$ cat src/logic/oss_defs.vh
// Purpose: constants for the clock source select and postscaler block
// Assumes: byte addresses on the register bus, 32-bit data
// Notes:   mode codes are defaults of top-level parameters
//
// How it works
// - Three-bit strap picks one of eight modes
// - RC mode drives Fosc/4 on out pin
// - RC io mode frees the out pin
// - Internal mode frees in pin, drives Fosc/4
// - Internal io mode frees both pins
// - External clock mode frees the out pin
// - Three crystal modes, each own amplifier gain
// - Eight internal frequencies, 16 MHz maximum
// - Postscaler divides internal base by 1/2/4/8
// - Fast strap picks 16 MHz else 500 kHz
// - Sets 16/8/4/2 MHz or 500/250/125/62.5 kHz
// - Any reset loads frequency select with 10
// - New frequency select acts without delay
// - Codes 11/10/01/00 divide by 1/2/4/8
// - Crystal modes hold execution for 1024 cycles
// - External clock mode skips the start-up count
`ifndef OSS_DEFS_VH
`define OSS_DEFS_VH

// Register byte addresses
`define OSS_ADDR_CTRL   4'h0
`define OSS_ADDR_STAT   4'h4

// Control register fields
`define OSS_IFS_HI      5
`define OSS_IFS_LO      4
`define OSS_IFS_RST     2'h2

// Status register fields
`define OSS_ST_MODE_HI  2
`define OSS_ST_MODE_LO  0
`define OSS_ST_FAST     3
`define OSS_ST_HOLD     4
`define OSS_ST_FREE_IN  5
`define OSS_ST_FREE_OUT 6

// Default mode codes
`define OSS_M_RC        3'h0
`define OSS_M_RESISTOR_CAP_IO_MODE      3'h1
`define OSS_M_INT       3'h2
`define OSS_M_INTIO     3'h3
`define OSS_M_EXT       3'h4
`define OSS_M_HS        3'h5
`define OSS_M_XT        3'h6
`define OSS_M_LP        3'h7

// Amplifier gain codes
`define OSS_GAIN_LOW    2'h1
`define OSS_GAIN_MED    2'h2
`define OSS_GAIN_HIGH   2'h3

// Start-up count in oscillator cycles
`define OSS_OST_LAST    11'h3FF

`endif

$ cat src/logic/oss_edge_sync.v
// Purpose: bring a raw oscillator level into the system clock domain
// Assumes: input toggles slower than half the system clock
// Notes:   second stage feeds the edge detector, first stage nothing else
module oss_edge_sync (
    input  wire i_sys_clk,
    input  wire i_rst_n,
    input  wire i_raw,
    output wire o_level,
    output wire o_rise
);

    reg meta_ff;    // First stage, read only by stage two
    reg sync_ff;    // Second stage
    reg prev_ff;    // Delayed copy for edge detect

    ////////////////////////////////////////////////////////////////
    // Two-stage synchroniser plus history; reset to high so a
    // source already high at release gives no false rise
    always @(posedge i_sys_clk) begin
        if (!i_rst_n) begin
            meta_ff <= 1'b1;
            sync_ff <= 1'b1;
            prev_ff <= 1'b1;
        end else begin
            meta_ff <= i_raw;
            sync_ff <= meta_ff;
            prev_ff <= sync_ff;
        end
    end

    // Rising edge, one cycle wide
    assign o_level = sync_ff;
    assign o_rise  = sync_ff & ~prev_ff;

endmodule

$ cat src/logic/oss_top.v
// Purpose: clock source select, internal postscaler, start-up hold
// Assumes: oscillators are sampled by i_sys_clk, so each must run
//          below half of 20 MHz in simulation
// Notes:   the system clock is modelled as a one-cycle tick
//
// Design decisions made here: register access over Avalon-MM and the address map.
`include "oss_defs.vh"

module oss_top #(
    parameter [2:0] MODE_RC    = `OSS_M_RC,
    parameter [2:0] MODE_RESISTOR_CAP_IO_MODE  = `OSS_M_RESISTOR_CAP_IO_MODE,
    parameter [2:0] MODE_INT   = `OSS_M_INT,
    parameter [2:0] MODE_INTIO = `OSS_M_INTIO,
    parameter [2:0] MODE_EXT   = `OSS_M_EXT,
    parameter [2:0] MODE_HS    = `OSS_M_HS,
    parameter [2:0] MODE_XT    = `OSS_M_XT,
    parameter [2:0] MODE_LP    = `OSS_M_LP
) (
    input  wire        i_sys_clk,
    input  wire        i_rst_n,
    // Configuration word straps
    input  wire [2:0]  i_clock_mode_select,
    input  wire        i_fast_int_osc_enable,
    // Wake-up from sleep, one-cycle pulse
    input  wire        i_wake,
    // Oscillator signals
    input  wire        i_osc_in_pin,
    input  wire        i_int_osc_fast,
    input  wire        i_int_osc_slow,
    // Avalon-MM slave
    input  wire [3:0]  i_avs_address,
    input  wire        i_avs_read,
    input  wire        i_avs_write,
    input  wire [31:0] i_avs_writedata,
    input  wire [3:0]  i_avs_byteenable,
    output reg  [31:0] o_avs_readdata,
    output reg         o_avs_waitrequest,
    // Clock and pin control
    output reg         o_sys_tick,
    output reg         o_exec_hold,
    output reg         o_osc_out_o,
    output reg         o_osc_out_oe,
    output reg         o_osc_in_free,
    output reg         o_osc_out_free,
    output reg         o_xtal_amp_en,
    output reg  [1:0]  o_xtal_gain
);

    ////////////////////////////////////////////////////////////////
    // Declarations

    reg  [2:0]  mode_ff;        // Strapped clock mode
    reg         fast_ff;        // Strapped base select
    reg  [1:0]  ifs_ff;         // Frequency select field
    reg  [1:0]  nxt_ifs;
    reg  [2:0]  ps_cnt_ff;      // Postscaler counter
    reg  [1:0]  q_cnt_ff;       // Fosc/4 phase counter
    reg  [10:0] ost_cnt_ff;     // Start-up counter
    reg  [31:0] nxt_rdata;
    reg  [2:0]  ps_mask;        // Postscaler terminal mask

    wire        in_rise;        // Edge on the in pin
    wire        fast_rise;      // Edge of fast base
    wire        slow_rise;      // Edge of slow base
    wire        base_rise;      // Selected internal base edge
    wire        int_tick;       // Postscaled internal tick
    wire        src_tick;       // Fosc tick of chosen source
    wire        is_rc;
    wire        is_int;
    wire        is_xtal;
    wire        req;            // Any bus request
    wire        take;           // Request answered this edge
    wire        hit_ctrl;
    wire        hit_stat;

    ////////////////////////////////////////////////////////////////
    // Pin and oscillator synchronisers

    // In pin carries RC, external clock or crystal
    oss_edge_sync u_sync_in (
        .i_sys_clk (i_sys_clk),
        .i_rst_n   (i_rst_n),
        .i_raw     (i_osc_in_pin),
        .o_level   (),
        .o_rise    (in_rise)
    );

    // 16 MHz base (scaled down in simulation)
    oss_edge_sync u_sync_fast (
        .i_sys_clk (i_sys_clk),
        .i_rst_n   (i_rst_n),
        .i_raw     (i_int_osc_fast),
        .o_level   (),
        .o_rise    (fast_rise)
    );

    // 500 kHz base
    oss_edge_sync u_sync_slow (
        .i_sys_clk (i_sys_clk),
        .i_rst_n   (i_rst_n),
        .i_raw     (i_int_osc_slow),
        .o_level   (),
        .o_rise    (slow_rise)
    );

    ////////////////////////////////////////////////////////////////
    // Strap capture

    // Straps are caught while reset is held, then frozen
    // so software never alters them
    always @(posedge i_sys_clk) begin
        if (!i_rst_n) begin
            mode_ff <= i_clock_mode_select;
            fast_ff <= i_fast_int_osc_enable;
        end
    end

    ////////////////////////////////////////////////////////////////
    // Mode decode

    // Group the eight codes by source kind
    assign is_rc   = (mode_ff == MODE_RC) |
                     (mode_ff == MODE_RESISTOR_CAP_IO_MODE);
    assign is_int  = (mode_ff == MODE_INT) |
                     (mode_ff == MODE_INTIO);
    assign is_xtal = (mode_ff == MODE_HS) |
                     (mode_ff == MODE_XT) |
                     (mode_ff == MODE_LP);

    ////////////////////////////////////////////////////////////////
    // Internal base and postscaler

    // Base pick follows the fast strap
    assign base_rise = fast_ff ? fast_rise : slow_rise;

    // Divide ratio from the select field
    always @* begin
        case (ifs_ff)
            2'h3:    ps_mask = 3'h0;    // Divide by 1
            2'h2:    ps_mask = 3'h1;    // Divide by 2
            2'h1:    ps_mask = 3'h3;    // Divide by 4
            default: ps_mask = 3'h7;    // Divide by 8
        endcase
    end

    // Free-running counter; the mask is applied live, so a
    // new ratio acts on the very next base edge, no restart
    always @(posedge i_sys_clk) begin
        if (!i_rst_n) begin
            ps_cnt_ff <= 3'h0;
        end else if (base_rise) begin
            ps_cnt_ff <= ps_cnt_ff + 3'h1;
        end
    end

    // Tick when the masked count is at its top
    assign int_tick = base_rise &
                      ((ps_cnt_ff & ps_mask) == ps_mask);

    // Fosc: internal postscaled, otherwise the in pin
    assign src_tick = is_int ? int_tick : in_rise;

    ////////////////////////////////////////////////////////////////
    // System tick output

    // One-cycle pulse per Fosc period
    always @(posedge i_sys_clk) begin
        if (!i_rst_n) begin
            o_sys_tick <= 1'b0;
        end else begin
            o_sys_tick <= src_tick;
        end
    end

    ////////////////////////////////////////////////////////////////
    // Fosc/4 clock out

    // Toggle every second Fosc tick, period of four
    always @(posedge i_sys_clk) begin
        if (!i_rst_n) begin
            q_cnt_ff    <= 2'h0;
            o_osc_out_o <= 1'b0;
        end else if (src_tick) begin
            q_cnt_ff <= q_cnt_ff + 2'h1;
            if (q_cnt_ff[0]) begin
                o_osc_out_o <= ~o_osc_out_o;
            end
        end
    end

    ////////////////////////////////////////////////////////////////
    // Pin ownership and amplifier gain

    // Out pin driven only in the two clock-out modes;
    // crystal modes leave it to the analogue amplifier
    always @(posedge i_sys_clk) begin
        if (!i_rst_n) begin
            o_osc_out_oe   <= 1'b0;
            o_osc_in_free  <= 1'b0;
            o_osc_out_free <= 1'b0;
            o_xtal_amp_en  <= 1'b0;
            o_xtal_gain    <= 2'h0;
        end else begin
            // Clock out in RC and internal modes
            o_osc_out_oe <= (mode_ff == MODE_RC) |
                            (mode_ff == MODE_INT);
            // In pin free only when the internal osc runs
            o_osc_in_free <= is_int;
            // Out pin free in the io-style modes
            o_osc_out_free <= (mode_ff == MODE_RESISTOR_CAP_IO_MODE) |
                              (mode_ff == MODE_INTIO) |
                              (mode_ff == MODE_EXT);
            o_xtal_amp_en <= is_xtal;
            // Gain follows crystal mode
            if (mode_ff == MODE_HS) begin
                o_xtal_gain <= `OSS_GAIN_HIGH;
            end else if (mode_ff == MODE_XT) begin
                o_xtal_gain <= `OSS_GAIN_MED;
            end else if (mode_ff == MODE_LP) begin
                o_xtal_gain <= `OSS_GAIN_LOW;
            end else begin
                o_xtal_gain <= 2'h0;
            end
        end
    end

    ////////////////////////////////////////////////////////////////
    // Start-up hold

    // Crystal modes count 1024 in-pin cycles after reset or
    // wake; other modes release on the next clock. A dead
    // crystal holds forever, which is the intent.
    always @(posedge i_sys_clk) begin
        if (!i_rst_n) begin
            ost_cnt_ff  <= 11'h000;
            o_exec_hold <= 1'b1;
        end else if (i_wake) begin
            // Restart on wake from sleep
            ost_cnt_ff  <= 11'h000;
            o_exec_hold <= 1'b1;
        end else if (!is_xtal) begin
            // No start-up count outside crystal modes
            o_exec_hold <= 1'b0;
        end else if (o_exec_hold && in_rise) begin
            ost_cnt_ff <= ost_cnt_ff + 11'h001;
            if (ost_cnt_ff == `OSS_OST_LAST) begin
                o_exec_hold <= 1'b0;
            end
        end
    end

    ////////////////////////////////////////////////////////////////
    // Bus decode

    assign req      = i_avs_read | i_avs_write;
    // Answer in the cycle waitrequest is low
    assign take     = req & ~o_avs_waitrequest;
    assign hit_ctrl = (i_avs_address == `OSS_ADDR_CTRL);
    assign hit_stat = (i_avs_address == `OSS_ADDR_STAT);

    ////////////////////////////////////////////////////////////////
    // Frequency select register

    // Byte lane 0 holds the field; status is read only
    always @* begin
        nxt_ifs = ifs_ff;
        if (take && i_avs_write && hit_ctrl &&
            i_avs_byteenable[0]) begin
            nxt_ifs = i_avs_writedata[`OSS_IFS_HI:`OSS_IFS_LO];
        end
    end

    // Every reset reloads divide by 2
    always @(posedge i_sys_clk) begin
        if (!i_rst_n) begin
            ifs_ff <= `OSS_IFS_RST;
        end else begin
            ifs_ff <= nxt_ifs;
        end
    end

    ////////////////////////////////////////////////////////////////
    // Read data

    // Unmapped addresses read as zero
    always @* begin
        nxt_rdata = 32'h0000_0000;
        if (hit_ctrl) begin
            nxt_rdata[`OSS_IFS_HI:`OSS_IFS_LO] = ifs_ff;
        end else if (hit_stat) begin
            nxt_rdata[`OSS_ST_MODE_HI:`OSS_ST_MODE_LO] = mode_ff;
            nxt_rdata[`OSS_ST_FAST]     = fast_ff;
            nxt_rdata[`OSS_ST_HOLD]     = o_exec_hold;
            nxt_rdata[`OSS_ST_FREE_IN]  = o_osc_in_free;
            nxt_rdata[`OSS_ST_FREE_OUT] = o_osc_out_free;
        end
    end

    ////////////////////////////////////////////////////////////////
    // Waitrequest and read data registers

    // One wait cycle per access keeps readdata registered;
    // costs a cycle but the bus is rarely used
    always @(posedge i_sys_clk) begin
        if (!i_rst_n) begin
            o_avs_waitrequest <= 1'b1;
            o_avs_readdata    <= 32'h0000_0000;
        end else begin
            o_avs_waitrequest <= ~(req & o_avs_waitrequest);
            if (i_avs_read && o_avs_waitrequest) begin
                o_avs_readdata <= nxt_rdata;
            end
        end
    end

endmodule

$ cat config.mk
export PLATFORM = sky130hd
export DESIGN_NAME = oss_top
export DESIGN_NICKNAME = d
export VERILOG_FILES = /design/src/logic/oss_edge_sync.v /design/src/logic/oss_top.v
export VERILOG_INCLUDE_DIRS = /design/src /design/src/logic
export SDC_FILE = /design/constraint.sdc
export NUM_CORES = 1
export LEC_CHECK = 0
export BUFFER_PORTS_ARGS = -buffer_cell sky130_fd_sc_hd__buf_2
export CORE_ASPECT_RATIO = 1.4
export CORE_MARGIN = 8
export CORE_UTILIZATION = 42
export DETAILED_ROUTE_END_ITERATION = 7
export PLACE_DENSITY = 0.76
export SLEW_MARGIN = 5
export SYNTH_ARGS = -nofsm -noshare
export SYNTH_HDL_FRONTEND = slang
export SYNTH_SLANG_ARGS = --single-unit
$ cat constraint.sdc
create_clock -name i_sys_clk -period 1.4 [get_ports i_sys_clk]
set_input_delay 0.21 -clock i_sys_clk [delete_from_list [all_inputs] [get_ports i_sys_clk]]
set_output_delay 0.21 -clock i_sys_clk [all_outputs]
set_load 0.005 [all_outputs]
==> impl_results.md <==
* Main area contributors after synthesis: sky130_fd_sc_hd__dfxtp_1 42%, sky130_fd_sc_hd__buf_4 9.2%, sky130_fd_sc_hd__edfxtp_1 5.9%
* Number of synthesized flops with an enable pin at 4
* Met2 WL at between 2 and 2.5 mm
* GRT Resource Usage Total at between 10% and 20%
* Drt first-iter violations at 96
* Run status: finished with violations
* Yosys warning count at 0
* Count of buffers added by post-CTS timing repair for setup at 0
* Number of remaining DRC errors at 0
* Post-synthesis sequential area ratio at a little under half
* Critical path class: flop to flop
* Post-Syn Instances at 221
* Min cycle time layout at 1.484 ns
* Post-synthesis register bit count at 47
* CP Data Arrival Time at between 1.5 and 2 ns
* Placer's final routability congestion estimate at about 0.80
* Most used flip-flop cell after synthesis: sky130_fd_sc_hd__dfxtp_1
* Number of buffers added on ports at 35
* Cell area after technology mapping at slightly above 0.002 mm²
* Cell with the largest stage delay on the worst path: sky130_fd_sc_hd__edfxtp_1
* Number of library cell types mapped by synthesis at 40
* Core region area at approximately 0.0048 mm²
* Area post-placement at about 0.0024 mm²
* Number of search-and-repair iterations in the first detailed-routing pass at 4
* Sum of met3 wire segment lengths after detailed routing at 282 µm
* Top-level port count at 94
* Half-perimeter wire length of the detailed placement result at ~3.3 mm
* Max Transition Viols Final at 0
* Final Hold Viols at 0
* Portion of synthesized cell area occupied by the leading cell type at 42.05%
* Maximum ir drop on the vdd rail at 0.6078 mV
* Drt via density at a little under 5
* Violations in the final reports: setup timing
* Most repeated library cell on the critical path: sky130_fd_sc_hd__or3_4
* Clock insertion delay at the later pin of the skew report at around 0.31 ns
* Class of the most critical hold timing path: input port to flop
* Proportion of register bits with asynchronous set or reset after synthesis at 0%
* CTS tree: built
* Chip width at between 70 and 80 µm
* Top metal layer carrying routed signals: met4
* Worst Setup End Kind: flop
* Total setup violations reported at the end of the flow at 4
* Maximum number of pins on one net before global-route repair at 18
* Power after layout at about 2.7 mW
* Die Footprint at 0.007395 mm²
* Crit path required time at roughly 1.7 ns
* Number of clock sinks at between 40 and 50
* Total of max-cap violations at 0
* Ordered list of cells on the worst path: o211ai_2, or3_4, or3_4, a21oi_2
* Antenna violations before repair at 0
* Final Routed Wirelength at 4.474 mm
* Largest area contributor in the netlist: sky130_fd_sc_hd__dfxtp_1
* Growth of design area from synthesis to finish at 25.18%
* Wire length of the first global-routing pass at 7.113 mm
* RSZ-0062 raised after global routing: true
* Lkg Pwr at roughly 1.1 nW
* Avg Cell Area, Syn at slightly above 9 µm²
* Maximum achievable frequency at 674.0 MHz
* Per-cell routed wire length at approximately 13 µm
* Clock transition at the registers of the reported paths at 0.09 ns
* H-tree depth reported by CTS at 2
* Power Dens Cells at around 1100 mW/mm²
* Root Driver: sky130_fd_sc_hd__clkbuf_8
* Total congestion overflow at 0
* Floorplan row count at 30
* Number of global-route vias before repair at roughly 1700
* Inserted Diodes at 0
* Non-Filler Cell Area, Final at ~0.0026 mm²
* Residual antenna-violating net count after detailed routing at 0
* Die boundary height at roughly 100 µm
* Via count at between 1500 and 2000
* CTS Buffer Depth at 2
* Proportion of layout cells with a drive suffix above 1 at between 30% and 40%
* Length of routed wiring on met1 at ~1.7 mm
* Initial standard-cell utilization of the core at 42.94%
* Highest net fanout along the worst path at 4
* Crit path largest cell delay at approximately 0.47 ns
* Post-layout worst setup margin at -0.08366 ns
* Final nets at ~340
* CP startpoint kind: flop
* Clock skew after layout at between 0.015 and 0.02 ns
* Number of buffers created by CTS at 5
* Period Utilization, post-route at 106.0%
## power breakdown
group	leakage, nW	total [mW]	switching [mW]	internal [mW]
Sequential	0.392	1.45	0.0382	1.41
Combinational	0.645	0.286	0.153	0.133
Clock	0.0581	0.995	0.463	0.532
## cell families after synthesis
logic type / after synthesis / synth area share (%)
flip-flops: 47 / 47.92
multiplexers: 5 / 2.445
buffers and inverters: 36 / 11.31
AND/OR/NAND/NOR: 87 / 22.80
other: 1 / 0.1832
AO/OA/AOI/OAI: 35 / 10.70
adder cells (fa/ha/maj): 2 / 1.222
XOR/XNOR: 8 / 3.423
## final timing paths
kind,cells after the start,slack [ns],endpoint,startpoint
min reg2reg,1,0.40,u_sync_in.o_level,u_sync_in.meta_ff
max reg2reg,4,-0.08,ost_cnt_ff[7],mode_ff[1]
max,4,-0.08,ost_cnt_ff[7],mode_ff[1]
min,1,0.07,mode_ff[2],i_clock_mode_select[2]
## cells in the final DEF (no fill, tap or decap), types with 3 or more instances in the layout
cell type	instances
sky130_fd_sc_hd__nand2b_1	12
sky130_fd_sc_hd__dfxtp_1	40
sky130_fd_sc_hd__dfxtp_2	3
sky130_fd_sc_hd__conb_1	25
sky130_fd_sc_hd__edfxtp_1	4
sky130_fd_sc_hd__clkbuf_8	5
sky130_fd_sc_hd__nor2_1	16
sky130_fd_sc_hd__a21oi_1	15
sky130_fd_sc_hd__inv_1	3
sky130_fd_sc_hd__mux2i_1	5
sky130_fd_sc_hd__buf_4	27
sky130_fd_sc_hd__o211ai_1	3
sky130_fd_sc_hd__nand2_1	24
sky130_fd_sc_hd__nand3b_1	4
sky130_fd_sc_hd__xnor2_1	6
sky130_fd_sc_hd__or3_4	3
sky130_fd_sc_hd__nand3_1	8
sky130_fd_sc_hd__buf_2	35
sky130_fd_sc_hd__o21ai_0	7
## area by class of cell
| type | count | area, µm² |
|---|---|---|
| Clock buffer | 5 | 68.82 |
| Clock inverter | 3 | 43.79 |
| Fill cell | 456 | 2205 |
| Inverter | 3 | 11.26 |
| Multi-Input combinational cell | 162 | 996.0 |
| Sequential cell | 47 | 984.7 |
| Tap cell | 64 | 80.08 |
| Timing Repair Buffer | 62 | 377.9 |
## registers in the layout, indices dropped and copies added (netlist names), 2 cells and up
register        cells
o_xtal_gain         2
mode_ff             3
o_avs_readdata      7
ps_cnt_ff           3
ost_cnt_ff         11
ifs_ff              2
## critical path, delay by kind of cell, from the launching register on
| family | cells | cell delay (ns) |
|---|---|---|
| simple gates | 2 | 0.71 |
| flops | 1 | 0.47 |
| compound gates | 2 | 0.25 |
## repair_timing
| item | in CTS | in global routing |
|---|---|---|
| gates resized for setup | 6 | 8 |
| hold buffers | 0 | 0 |
| endpoints found under the hold margin | 0 | 0 |
| setup endpoints to repair | 9 | 9 |
| pin swaps | 2 | 3 |
## through the flow
step / instances / util, % / setup TNS (ns) / hold slack (ns) / setup slack [ns]
6_report: 346 / 53.75 / -0.1833 / 0.07045 / -0.08366
5_1_grt: 346 / 53.75 / -0.7282 / 0.05849 / -0.1391
4_1_cts: 346 / 52.73 / -0.09108 / 0.06398 / -0.04588
3_5_place_dp: 338 / 49.87 / -0.09085 / 0.3888 / -0.02347
3_3_place_gp: 338 / 49.87 / -0.01293 / 0.3888 / -0.01293
2_1_floorplan: 245 / - / -0.003730 / 0.3089 / -0.003730
## metal layers
layer,global-route usage (%),vias up
met3,3.862,8
met5,0,-
met1,11.13,805
met4,6.667,0
met2,23.03,43
li1,-,827
## cell usage after synthesis (3+ instances only)
library cell	instances
sky130_fd_sc_hd__clkbuf_1	4
sky130_fd_sc_hd__nand2b_1	13
sky130_fd_sc_hd__o21ai_0	7
sky130_fd_sc_hd__xnor2_1	6
sky130_fd_sc_hd__nor4_1	3
sky130_fd_sc_hd__inv_1	3
sky130_fd_sc_hd__edfxtp_1	4
sky130_fd_sc_hd__buf_4	25
sky130_fd_sc_hd__a21oi_1	17
sky130_fd_sc_hd__or3_1	4
sky130_fd_sc_hd__nand3_1	9
sky130_fd_sc_hd__dfxtp_1	43
sky130_fd_sc_hd__nand2_1	24
sky130_fd_sc_hd__o211ai_1	3
sky130_fd_sc_hd__nand3b_1	4
sky130_fd_sc_hd__mux2i_1	5
sky130_fd_sc_hd__nor2_1	16
Power figures use the tool's default switching activity.
